File: config.mk
export PLATFORM = sky130hd
export DESIGN_NAME = mcr_top
export DESIGN_NICKNAME = d
export VERILOG_FILES = /design/src/rtl/mcr_pkg.sv /design/src/rtl/mcr_log_if.sv /design/src/rtl/mcr_top.sv /design/src/rtl/mcr_encode.sv
export SDC_FILE = /design/constraint.sdc
export NUM_CORES = 1
export LEC_CHECK = 0
export BUFFER_PORTS_ARGS = -buffer_cell sky130_fd_sc_hd__buf_2
export CORE_MARGIN = 3
export CORE_UTILIZATION = 66
export DETAILED_ROUTE_END_ITERATION = 12
export GPL_ROUTABILITY_DRIVEN = 1
export PLACE_DENSITY = 0.87
export SYNTH_ARGS = -nofsm -noshare
export SYNTH_HDL_FRONTEND = slang
export SYNTH_SLANG_ARGS = --single-unit
File: constraint.sdc
create_clock -name core_clk -period 2.8 [get_ports core_clk]
set_clock_uncertainty 0.05 [all_clocks]
set_input_delay 0.56 -clock core_clk [delete_from_list [all_inputs] [get_ports core_clk]]
set_output_delay 0.56 -clock core_clk [all_outputs]
set_load 0.03 [all_outputs]
File: src/rtl/mcr_pkg.sv
/*
  package for the machine-check error reporting block: register indices,
  field positions, reset values and error code encodings.
  assumes a single core clock domain and a plain register port.
*/
`default_nettype none
package mcr_pkg;

  // register indices on the plain port
  localparam logic [7:0] REG_FEATURE_LO   = 8'h00;
  localparam logic [7:0] REG_CAP_LO       = 8'h01;
  localparam logic [7:0] REG_GCTL_LO      = 8'h02;
  localparam logic [7:0] REG_GCTL_HI      = 8'h03;
  localparam logic [7:0] REG_CR4          = 8'h04;
  localparam logic [7:0] REG_LEG_TYPE     = 8'h05;
  localparam logic [7:0] REG_LEG_ADDR     = 8'h06;
  localparam logic [7:0] REG_EXC_STATUS   = 8'h07;
  // bank registers: base + bank*4 + {0 ctl, 1 status lo, 2 status hi, 3 addr}
  localparam logic [7:0] REG_BANK_BASE    = 8'h10;

  localparam int         NUM_BANKS        = 4;
  localparam int         BUS_BANK         = 0;
  localparam logic [7:0] BANK_COUNT       = 8'h04;

  // feature result bits
  localparam int         FEAT_ARCH_BIT    = 14;
  localparam int         FEAT_EXC_BIT     = 7;
  // capability: count in [7:0], control present at bit 8
  localparam int         CAP_CTL_P_BIT    = 8;
  // exception enable in control register 4
  localparam int         CR4_EXC_EN_BIT   = 6;
  localparam logic [7:0] EXC_VECTOR       = 8'h12;

  // status high word bits (upper half of the 64-bit status)
  localparam int         ST_HI_VALID_BIT  = 31;
  localparam int         ST_HI_OVER_BIT   = 30;
  localparam int         ST_HI_ADDRV_BIT  = 26;

  // architectural error codes
  localparam logic [15:0] CODE_NONE       = 16'h0000;
  localparam logic [15:0] CODE_UNCLASS    = 16'h0001;
  localparam logic [15:0] CODE_UROM_PAR   = 16'h0002;
  localparam logic [15:0] CODE_EXT_BUS_INIT_SIGNAL  = 16'h0003;
  localparam logic [15:0] CODE_REDUND     = 16'h0004;
  localparam logic [5:0]  CODE_INT_PREFIX = 6'h01;

  typedef enum logic [2:0] {
    MCR_ERR_UNCLASS,
    MCR_ERR_UROM_PAR,
    MCR_ERR_EXT_INIT,
    MCR_ERR_REDUND,
    MCR_ERR_INTERNAL
  } mcr_err_kind_e;

  localparam logic [31:0] RESET_ZERO      = 32'h0000_0000;

endpackage : mcr_pkg
`default_nettype wire

File: src/rtl/mcr_log_if.sv
/*
  interface carrying one error report from the encoder to the bank logic.
  assumes both ends run on core_clk.
*/
`timescale 1ns/10ps
`default_nettype none
interface mcr_log_if;
  logic        valid;
  logic [1:0]  bank;
  logic [15:0] arch_code;
  logic [15:0] model_code;
  logic [31:0] addr;
  logic        addr_valid;
  modport enc
  (
    output valid,
    output bank,
    output arch_code,
    output model_code,
    output addr,
    output addr_valid
  );
  modport bnk
  (
    input  valid,
    input  bank,
    input  arch_code,
    input  model_code,
    input  addr,
    input  addr_valid
  );
endinterface : mcr_log_if
`default_nettype wire

File: src/rtl/mcr_top.sv
/*
  machine-check error reporting: feature and capability registers, global
  control, per-bank control/status/address, legacy type/address view and
  the check exception request.
  assumes a plain register port on core_clk and synchronous error inputs.
*/
// Function
// - legacy type and address appear in the bus-error bank status and address
// - legacy type and address registers stay readable by their own read
// - feature result reports arch support bit 14, exception support bit 7
// - capability count field gives bank count; banks 0..count-1 exist
// - check exception is delivered through vector 18
// - exceptions raised only while control register 4 bit 6 set
// - detected error writes 16-bit architectural code and sets valid flag
// - a 16-bit model code may be written into the same status
// - error meaning lies in the code, bank choice has no meaning
// - simple codes 0 none, 1 unclassified, 2 rom parity, 4 redundancy
// - bus init from another processor logs code 3
// - internal unclassified codes have upper six bits 000001
// - valid flag bit 63 set by hardware, cleared only by software
`timescale 1ns/10ps
`default_nettype none
module mcr_top
(
  // clock and reset
  input  wire logic                   core_clk,
  input  wire logic                   rst_n,
  // register port
  input  wire logic [7:0]             reg_addr,
  input  wire logic [31:0]            reg_wdata,
  input  wire logic                   reg_wr,
  input  wire logic                   reg_rd,
  output logic [31:0]                 reg_rdata,
  // error detection
  input  wire logic                   err_valid,
  input  wire mcr_pkg::mcr_err_kind_e err_kind,
  input  wire logic [9:0]             err_detail,
  input  wire logic [15:0]            err_model,
  input  wire logic [31:0]            err_addr,
  input  wire logic                   err_addr_valid,
  // bus init pin from another processor
  input  wire logic                   bus_init_signal,
  // exception request
  output logic                        check_exception,
  output logic [7:0]                  check_exception_vector
);

  typedef struct packed {
    logic [1:0]  init_sync;
    logic        init_prev;
    logic [31:0] gctl_lo;
    logic [31:0] gctl_hi;
    logic        exc_en;
    logic [3:0]  bank_ctl;
    logic [3:0][31:0] st_lo;
    logic [3:0][31:0] st_hi;
    logic [3:0][31:0] baddr;
    logic [31:0] rdata;
    logic        exc;
    logic        exc_pend;
  } mcr_top_s;

  mcr_top_s st;
  mcr_top_s next_st;

  mcr_log_if log_bus ();

  logic                   enc_valid;
  mcr_pkg::mcr_err_kind_e enc_kind;

  // bus init edge takes precedence as an external error report
  always_comb
  begin
    enc_valid = err_valid | (st.init_sync[1] & ~st.init_prev);
    enc_kind  = err_kind;
    if (st.init_sync[1] & ~st.init_prev)
    begin
      enc_kind = mcr_pkg::MCR_ERR_EXT_INIT;
    end
  end

  mcr_encode u_encode
  (
    .core_clk       (core_clk),
    .rst_n          (rst_n),
    .err_valid      (enc_valid),
    .err_kind       (enc_kind),
    .err_detail     (err_detail),
    .err_model      (err_model),
    .err_addr       (err_addr),
    .err_addr_valid (err_addr_valid),
    .rpt            (log_bus.enc)
  );

  function automatic logic is_bank_reg(input logic [7:0] a);
    is_bank_reg = (a >= mcr_pkg::REG_BANK_BASE) &&
                  (a < 8'(mcr_pkg::REG_BANK_BASE + 8'(4 * mcr_pkg::NUM_BANKS)));
  endfunction : is_bank_reg

  function automatic logic [1:0] bank_of(input logic [7:0] a);
    logic [7:0] off;
    off     = a - mcr_pkg::REG_BANK_BASE;
    bank_of = off[3:2];
  endfunction : bank_of

  logic [7:0] rd_off;
  logic [1:0] rd_bank;
  logic [1:0] wr_bank;
  logic [1:0] lb;
  logic       log_en;

  always_comb
  begin
    next_st           = st;
    rd_off            = reg_addr - mcr_pkg::REG_BANK_BASE;
    rd_bank           = bank_of(reg_addr);
    wr_bank           = bank_of(reg_addr);
    lb                = log_bus.bank;
    next_st.init_sync = {st.init_sync[0], bus_init_signal};
    next_st.init_prev = st.init_sync[1];

    // software writes
    if (reg_wr)
    begin
      case (reg_addr)
        mcr_pkg::REG_GCTL_LO: next_st.gctl_lo = reg_wdata;
        mcr_pkg::REG_GCTL_HI: next_st.gctl_hi = reg_wdata;
        mcr_pkg::REG_CR4:     next_st.exc_en  = reg_wdata[mcr_pkg::CR4_EXC_EN_BIT];
        default:
        begin
          if (is_bank_reg(reg_addr))
          begin
            case (rd_off[1:0])
              2'h0:    next_st.bank_ctl[wr_bank] = reg_wdata[0];
              2'h1:    next_st.st_lo[wr_bank]    = reg_wdata;
              2'h2:    next_st.st_hi[wr_bank]    = reg_wdata;
              default: next_st.baddr[wr_bank]    = reg_wdata;
            endcase
          end
        end
      endcase
    end

    // hardware logging; set wins over a same-cycle software clear
    log_en = log_bus.valid && st.bank_ctl[lb] && (st.gctl_lo[lb] != 1'b0);
    if (log_en)
    begin
      if (st.st_hi[lb][mcr_pkg::ST_HI_VALID_BIT])
      begin
        next_st.st_hi[lb][mcr_pkg::ST_HI_OVER_BIT] = 1'b1;
      end
      else
      begin
        next_st.st_lo[lb] = {log_bus.model_code, log_bus.arch_code};
        next_st.st_hi[lb][mcr_pkg::ST_HI_ADDRV_BIT] = log_bus.addr_valid;
        next_st.baddr[lb] = log_bus.addr;
      end
      next_st.st_hi[lb][mcr_pkg::ST_HI_VALID_BIT] = 1'b1;
      next_st.exc_pend = 1'b1;
    end

    // exception request: one pulse per logged error, only when enabled
    next_st.exc = st.exc_pend && st.exc_en;
    if (st.exc_pend)
    begin
      next_st.exc_pend = log_en;
    end

    // read data, valid the cycle after the strobe
    next_st.rdata = mcr_pkg::RESET_ZERO;
    if (reg_rd)
    begin
      case (reg_addr)
        mcr_pkg::REG_FEATURE_LO:
        begin
          next_st.rdata[mcr_pkg::FEAT_ARCH_BIT] = 1'b1;
          next_st.rdata[mcr_pkg::FEAT_EXC_BIT]  = 1'b1;
        end
        mcr_pkg::REG_CAP_LO:
        begin
          next_st.rdata[7:0] = mcr_pkg::BANK_COUNT;
          next_st.rdata[mcr_pkg::CAP_CTL_P_BIT] = 1'b1;
        end
        mcr_pkg::REG_GCTL_LO:    next_st.rdata = st.gctl_lo;
        mcr_pkg::REG_GCTL_HI:    next_st.rdata = st.gctl_hi;
        mcr_pkg::REG_CR4:        next_st.rdata[mcr_pkg::CR4_EXC_EN_BIT] = st.exc_en;
        mcr_pkg::REG_LEG_TYPE:   next_st.rdata = st.st_lo[mcr_pkg::BUS_BANK];
        mcr_pkg::REG_LEG_ADDR:   next_st.rdata = st.baddr[mcr_pkg::BUS_BANK];
        mcr_pkg::REG_EXC_STATUS: next_st.rdata = {23'h0, st.exc_pend, mcr_pkg::EXC_VECTOR};
        default:
        begin
          if (is_bank_reg(reg_addr))
          begin
            case (rd_off[1:0])
              2'h0:    next_st.rdata[0] = st.bank_ctl[rd_bank];
              2'h1:    next_st.rdata    = st.st_lo[rd_bank];
              2'h2:    next_st.rdata    = st.st_hi[rd_bank];
              default: next_st.rdata    = st.baddr[rd_bank];
            endcase
          end
        end
      endcase
    end
  end

  always_ff @(posedge core_clk or negedge rst_n)
  begin
    if (!rst_n)
    begin
      st <= '0;
    end
    else
    begin
      st <= next_st;
    end
  end

  assign reg_rdata              = st.rdata;
  assign check_exception        = st.exc;
  assign check_exception_vector = mcr_pkg::EXC_VECTOR;

endmodule : mcr_top
`default_nettype wire

File: src/rtl/mcr_encode.sv
/*
  registered error encoder: turns one detected error into an
  architectural code, a model code and a chosen bank.
  assumes error inputs are already synchronous to core_clk.
*/
`timescale 1ns/10ps
`default_nettype none
module mcr_encode
(
  // clock and reset
  input  wire logic                  core_clk,
  input  wire logic                  rst_n,
  // detected error
  input  wire logic                  err_valid,
  input  wire mcr_pkg::mcr_err_kind_e err_kind,
  input  wire logic [9:0]            err_detail,
  input  wire logic [15:0]           err_model,
  input  wire logic [31:0]           err_addr,
  input  wire logic                  err_addr_valid,
  // report out
  mcr_log_if.enc                     rpt
);

  typedef struct packed {
    logic        valid;
    logic [1:0]  bank;
    logic [15:0] arch_code;
    logic [15:0] model_code;
    logic [31:0] addr;
    logic        addr_valid;
  } mcr_enc_s;

  mcr_enc_s st;
  mcr_enc_s next_st;

  always_comb
  begin
    next_st            = st;
    next_st.valid      = err_valid;
    next_st.model_code = err_model;
    next_st.addr       = err_addr;
    next_st.addr_valid = err_addr_valid;
    // bank choice is model specific; the code alone carries the meaning
    next_st.bank       = 2'(mcr_pkg::BUS_BANK);
    case (err_kind)
      mcr_pkg::MCR_ERR_UNCLASS:  next_st.arch_code = mcr_pkg::CODE_UNCLASS;
      mcr_pkg::MCR_ERR_UROM_PAR: next_st.arch_code = mcr_pkg::CODE_UROM_PAR;
      mcr_pkg::MCR_ERR_EXT_INIT: next_st.arch_code = mcr_pkg::CODE_EXT_BUS_INIT_SIGNAL;
      mcr_pkg::MCR_ERR_REDUND:   next_st.arch_code = mcr_pkg::CODE_REDUND;
      mcr_pkg::MCR_ERR_INTERNAL: next_st.arch_code = {mcr_pkg::CODE_INT_PREFIX, err_detail};
      default:                   next_st.arch_code = mcr_pkg::CODE_UNCLASS;
    endcase
    if (err_kind == mcr_pkg::MCR_ERR_INTERNAL)
    begin
      next_st.bank = 2'h1;
    end
  end

  always_ff @(posedge core_clk or negedge rst_n)
  begin
    if (!rst_n)
    begin
      st <= '0;
    end
    else
    begin
      st <= next_st;
    end
  end

  assign rpt.valid      = st.valid;
  assign rpt.bank       = st.bank;
  assign rpt.arch_code  = st.arch_code;
  assign rpt.model_code = st.model_code;
  assign rpt.addr       = st.addr;
  assign rpt.addr_valid = st.addr_valid;

endmodule : mcr_encode
`default_nettype wire

# Word level (Yosys, flattened, before mapping)

Index checks and enable logic that the tools add are counted.

Output and inout port bits: 41
Bits of input ports: 108
Bits in registers: 552

$add $sub $neg: 1
Bitwise logic cells: 6
Equality and inequality tests: 13
$lt $le $gt $ge: 7
Reduce and logical (&&, ||, !) cells: 18
Mux-type cells: 60

Operators by type and width:

| operator             | count |
|---|---|
| $mux W384            | 4 |
| $mux W128            | 7 |
| $bwmux W128          | 6 |
| $demux W32 S2        | 5 |
| $mux W32             | 9 |
| $bmux W32 S2         | 4 |
| $or A128 B128 Y128   | 2 |
| $pmux W31 S3         | 1 |
| $pmux W17 S5         | 1 |
| $pmux W11 S4         | 1 |
| $pmux W6 S7          | 1 |
| $eq A8 B3 Y1 const B | 4 |
| $mux W31             | 1 |
| $mux W27             | 1 |
| $pmux W5 S5          | 1 |
| $pmux W1 S6          | 3 |
| $eq A8 B2 Y1 const B | 2 |
| $reduce_or A3 Y1     | 4 |
| $eq A8 B1 Y1 const B | 1 |
| $ge A8 B5 Y1 const B | 1 |
| $logic_not A8 Y1     | 1 |
| $lt A8 B6 Y1 const B | 1 |
| $mux W1              | 7 |
| $pmux W1 S7          | 1 |
| other kinds (25)     | 36 |

# Depth between registers and ports, before layout

Word-level depth: 15
Depth in mapped cells: 9
Gate-level depth less buffers: 5

# Modules after synthesis

From an unflattened synthesis, not the netlist that was laid out.

Cells, all modules: 2169
Area, all modules: 26549.2 sq um

By module, submodules not included:

| module     | instances | area an instance (sq um) | cells an instance | seq. area each (sq um) |
|---|---|---|---|---|
| mcr_top    | 1         | 24812.5                  | 2082              | 12261.8 |
| mcr_encode | 1         | 1736.7                   | 87                | 1551.5 |

# Least setup slack after synthesis

OpenSTA, ideal clock, no wires.

Path kind: input to register
From: input port reg_addr[5]
To: register st[424] in the netlist's numbering
Data arrival time: 2.217 ns
Library setup time: 0.125 ns
Buffers on the path: 2
Cell stages on the path: 6
Setup slack: 0.408 ns
Cells stage by stage: or4_1 -> buf_2 -> nor4_4 -> nand2_4 -> buf_6 -> mux2_4

Word-level cells in the longest chain between the ends: 2

RTL lines:

| item                               | RTL line       | text |
|---|---|---|
| start: declaration                 | mcr_top.sv:29  | `input wire logic [7:0] reg_addr,` |
| $eq A8 B2 Y1                       | mcr_top.sv:125 | `case (reg_addr)` |
| $reduce_and A2 Y1 (no source line) | --             |  |
| end signal: assignment             | mcr_top.sv:214 | `st <= next_st;` |
| end: declaration                   | mcr_top.sv:63  | `mcr_top_s st;` |

Every way passes these cells.
A chain may end at the register's enable or synchronous reset.

==> flow_metrics.py <==
metrics = {
    "outcome": {
        "status": "finished clean",
    },
    "routing": {
        "drt_iter0_markers": 2173,
        "wirelength_microns": 72300,
        "routedWlPerCell_microns": 28.7,
        "route.met2.wl_microns": 34500,
        "vias": 17800,
        "wl_met3_microns": 7690,
        "drc": 0,
        "via_per_inst": 7.06,
        "drtPass1Iterations": 6,
        "drt-met1-wl_microns": 25500,
        "postRouteAntennaNets": 0,
        "top_layer_used": "met5",
    },
    "run": {
        "drv_cap": 0,
    },
    "clocking": {
        "cts.htree.levels": 2,
        "clock-root-buffer": "clkbuf_16",
        "clk_pin_slew_ns": 0.07,
        "clock_tree.buffer_depth": 3,
        "cts_inserted_buffers": 53,
        "ctsResizeCount": 0,
        "postCtsSetupBuffers": 0,
        "cts_tree": "yes",
        "clkLatencyLatePin_ns": 0.61,
        "clock_sinks": 552,
    },
    "sta": {
        "fin_setup_tns_ns": 0,
        "tightest_slew_ns": 0.931,
        "finalCriticalPeriod_ns": 2.66,
        "rsz0062_at_grt": "false",
        "setup_viol": 0,
        "min_period_over_period_pct": 94.9,
        "drv_slew": 0,
        "slew_headroom_pct": 36.3,
        "whs_ns": 0.0140,
        "final_hold_viol_count": 0,
        "fmax_mhz": 376,
    },
    "floorplanning": {
        "pin_count": 149,
        "rows": 70,
        "core_area_sq_um": 37000,
        "start_util_pct": 67.8,
        "die_y_microns": 201,
        "dieWidth_microns": 201,
        "dieArea_sq_um": 40400,
    },
    "final_layout": {
        "mostFrequentLayoutCells": "dfrtp_1, mux2_2, nand2_1, buf_2, mux2i_1",
        "design_area_sq_um": 28600,
        "final_cells": 2517,
        "syn_to_final_growth_pct": 13.9,
        "final_common_cell": "dfrtp_1",
        "layout.nets": 2078,
        "drive_above_1_share_pct": 37.4,
    },
    "logic_synthesis": {
        "ys.flop_type": "dfrtp_1",
        "yosys.area.top_type_share_pct": 55.0,
        "synth_cell_type_count": 52,
        "synthArstFlopShare_pct": 100,
        "synth_edf_count": 0,
        "synthCells": 1853,
        "synth.area.top_cells": "dfrtp_1, mux2_2, mux4_2",
        "ys_seq_area_share_pct": 55.0,
        "synth_seq_cells": 552,
        "synth_area_leader_cell": "dfrtp_1",
        "synth_area_per_cell_sq_um": 13.6,
        "ys_warn_count": 0,
        "netlist_area_sq_um": 25100,
    },
    "placement": {
        "place_area_sq_um": 26600,
        "io_buffer_count": 140,
        "dp_hpwl_microns": 41400,
        "dp_cells": 2393,
        "place.gp.congestion": 0.858,
    },
    "global_routing": {
        "grt_pass1_vias": 19200,
        "antenna_found_initial": 3,
        "overflow": 0,
        "grt_max_degree": 74,
        "grt_use_total_pct": 35.9,
        "grt_pass1_wl_microns": 112000,
    },
    "power": {
        "p_leak_uw": 0.0138,
        "peakVddDrop_mv": 0.422,
        "switching_share_pct": 23.7,
        "p_sw_uw": 4110,
        "power_frac_comb_pct": 8.0,
        "clockPowerShare_pct": 42.5,
        "seq_power_share_pct": 49.5,
        "internal-power_uw": 13300,
        "power_density_nw_per_um2": 607,
    },
    "worst_setup_path": {
        "reg2reg_from": "u_encode.rpt.bank[0]$_DFF_PN0_",
        "max_stage_delay_ns": 0.84,
        "r2r_cells": 4,
        "rr_endpoint": "st[294]$_DFF_PN0_",
        "setup.worst_path.end": "reg_rdata[8]$_DFF_PN0_",
        "required_ns": 3.20,
        "path_max_fanout": 35,
        "cp-start-kind": "input pin",
        "reg2reg_slack_ns": 0.81,
        "crit_slowest_cell": "a2111oi_0",
        "critPathCaptureType": "flop",
        "worstPathArrival_ns": 3.05,
        "cp-startpoint": "reg_addr[5]",
        "crit_chain": "buf_2 -> or4_1 -> buf_4 -> or2_2 -> buf_12 -> a2111oi_0 -> a221oi_1",
        "criticalPathCategory": "input pin to flop",
    },
    "worst_hold_path": {
        "hp-class": "input pin to flop",
        "min_from": "err_addr[2]",
    },
}
[through the flow]
| step | utilization (%) | setup WS, ns | power [uW] |
|---|---|---|---|
| after floorplan | - | 0.408 | 9420 |
| after global placement | 71.8 | 0.0604 | 9940 |
| after detailed placement | 71.8 | -0.0650 | 10000 |
| after CTS | 77.3 | 0.383 | 17300 |
| after global routing | 77.3 | 0.115 | 17900 |
| final | 77.3 | 0.142 | 17400 |
[synthesized netlist by cell type, types with 9 or more instances]
cell      instances
or3_1            19
nor3_1           14
buf_2            62
and2_1            9
mux4_2           96
clkbuf_1         83
a221oi_1         40
dfrtp_1         552
a22oi_1          19
nand3_1          15
o22ai_1          31
buf_4            46
mux2_2          286
nand2_1         143
o21ai_0         134
a221o_1           9
mux2_4           30
mux2i_1         135
nor2_1           50
[cells by family (layout without fill, tap and decap cells)]
group / after synthesis / in the layout / synth area share [%]
muxes: 551 / 551 / 28.8
xor gates and xnor gates: 1 / 1 / 0.0349
other: 2 / 10 / 0.0299
DFF: 552 / 552 / 55.0
AOI/OAI and AO/OA: 260 / 260 / 6.71
buffers and inverters: 207 / 359 / 4.30
and+or+nand+nor: 280 / 280 / 5.18
[how the worst min path moves through the flow]
stage	endpoint	slack (ns)	cells past startpoint
3_5_place_dp	next_st[487]$_DFF_PN0_	0.30	0
2_1_floorplan	check_exception$_DFF_PN0_	0.21	0
4_1_cts	u_encode.rpt.addr[19]$_DFF_PN0_	0.0009	1
5_1_grt	u_encode.rpt.addr[19]$_DFF_PN0_	0.006	1
6_report	u_encode.rpt.addr[2]$_DFF_PN0_	0.01	1
3_3_place_gp	next_st[487]$_DFF_PN0_	0.29	0
[worst max-delay path, delay by kind of cell]
| family | cells | cell delay (ns) |
|---|---|---|
| AO/OA/AOI/OAI | 2 | 1.00 |
| AND/OR/NAND/NOR | 2 | 0.94 |
| buffers and inverters | 3 | 0.54 |
[registers in the layout, indices dropped and copies added (netlist names), 2 cells and up]
name and count:
u_encode.rpt.model_code 16, st 455, u_encode.rpt.arch_code 11, reg_rdata 32, next_st 2, u_encode.rpt.addr 32
[per-layer routing]
metal	up-vias	GRT usage, %
li1	6976	-
met4	2	20.6
met1	9066	45.9
met2	1350	56.6
met3	370	8.96
met5	-	0
[power by group through the flow]
| stage | logic [uW] | clock network (uW) | registers, uW |
|---|---|---|---|
| floorplan | 804 | 0 | 8620 |
| global placement | 1250 | 0 | 8680 |
| detailed placement | 1310 | 0 | 8710 |
| CTS | 1370 | 7400 | 8580 |
| global route | 1490 | 7750 | 8620 |
| finish | 1390 | 7390 | 8600 |
[repair_timing]
item | CTS | global route
hold endpoints to repair | 81 | 0
hold buffers | 26 | 0
endpoints found under the setup margin | 0 | 0
[cell type report]
| cell class | count | area, sq um |
|---|---|---|
| Sequential cell | 552 | 13800 |
| Multi-Input combinational cell | 1100 | 10300 |
| Fill cell | 1934 | 8420 |
| Timing Repair Buffer | 258 | 2060 |
| Clock buffer | 82 | 1600 |
| Tap cell | 504 | 631 |
| Clock inverter | 14 | 181 |
| Inverter | 5 | 18.8 |
| Antenna cell | 2 | 5.00 |
Note: power is estimated with default switching activity, not from simulation.
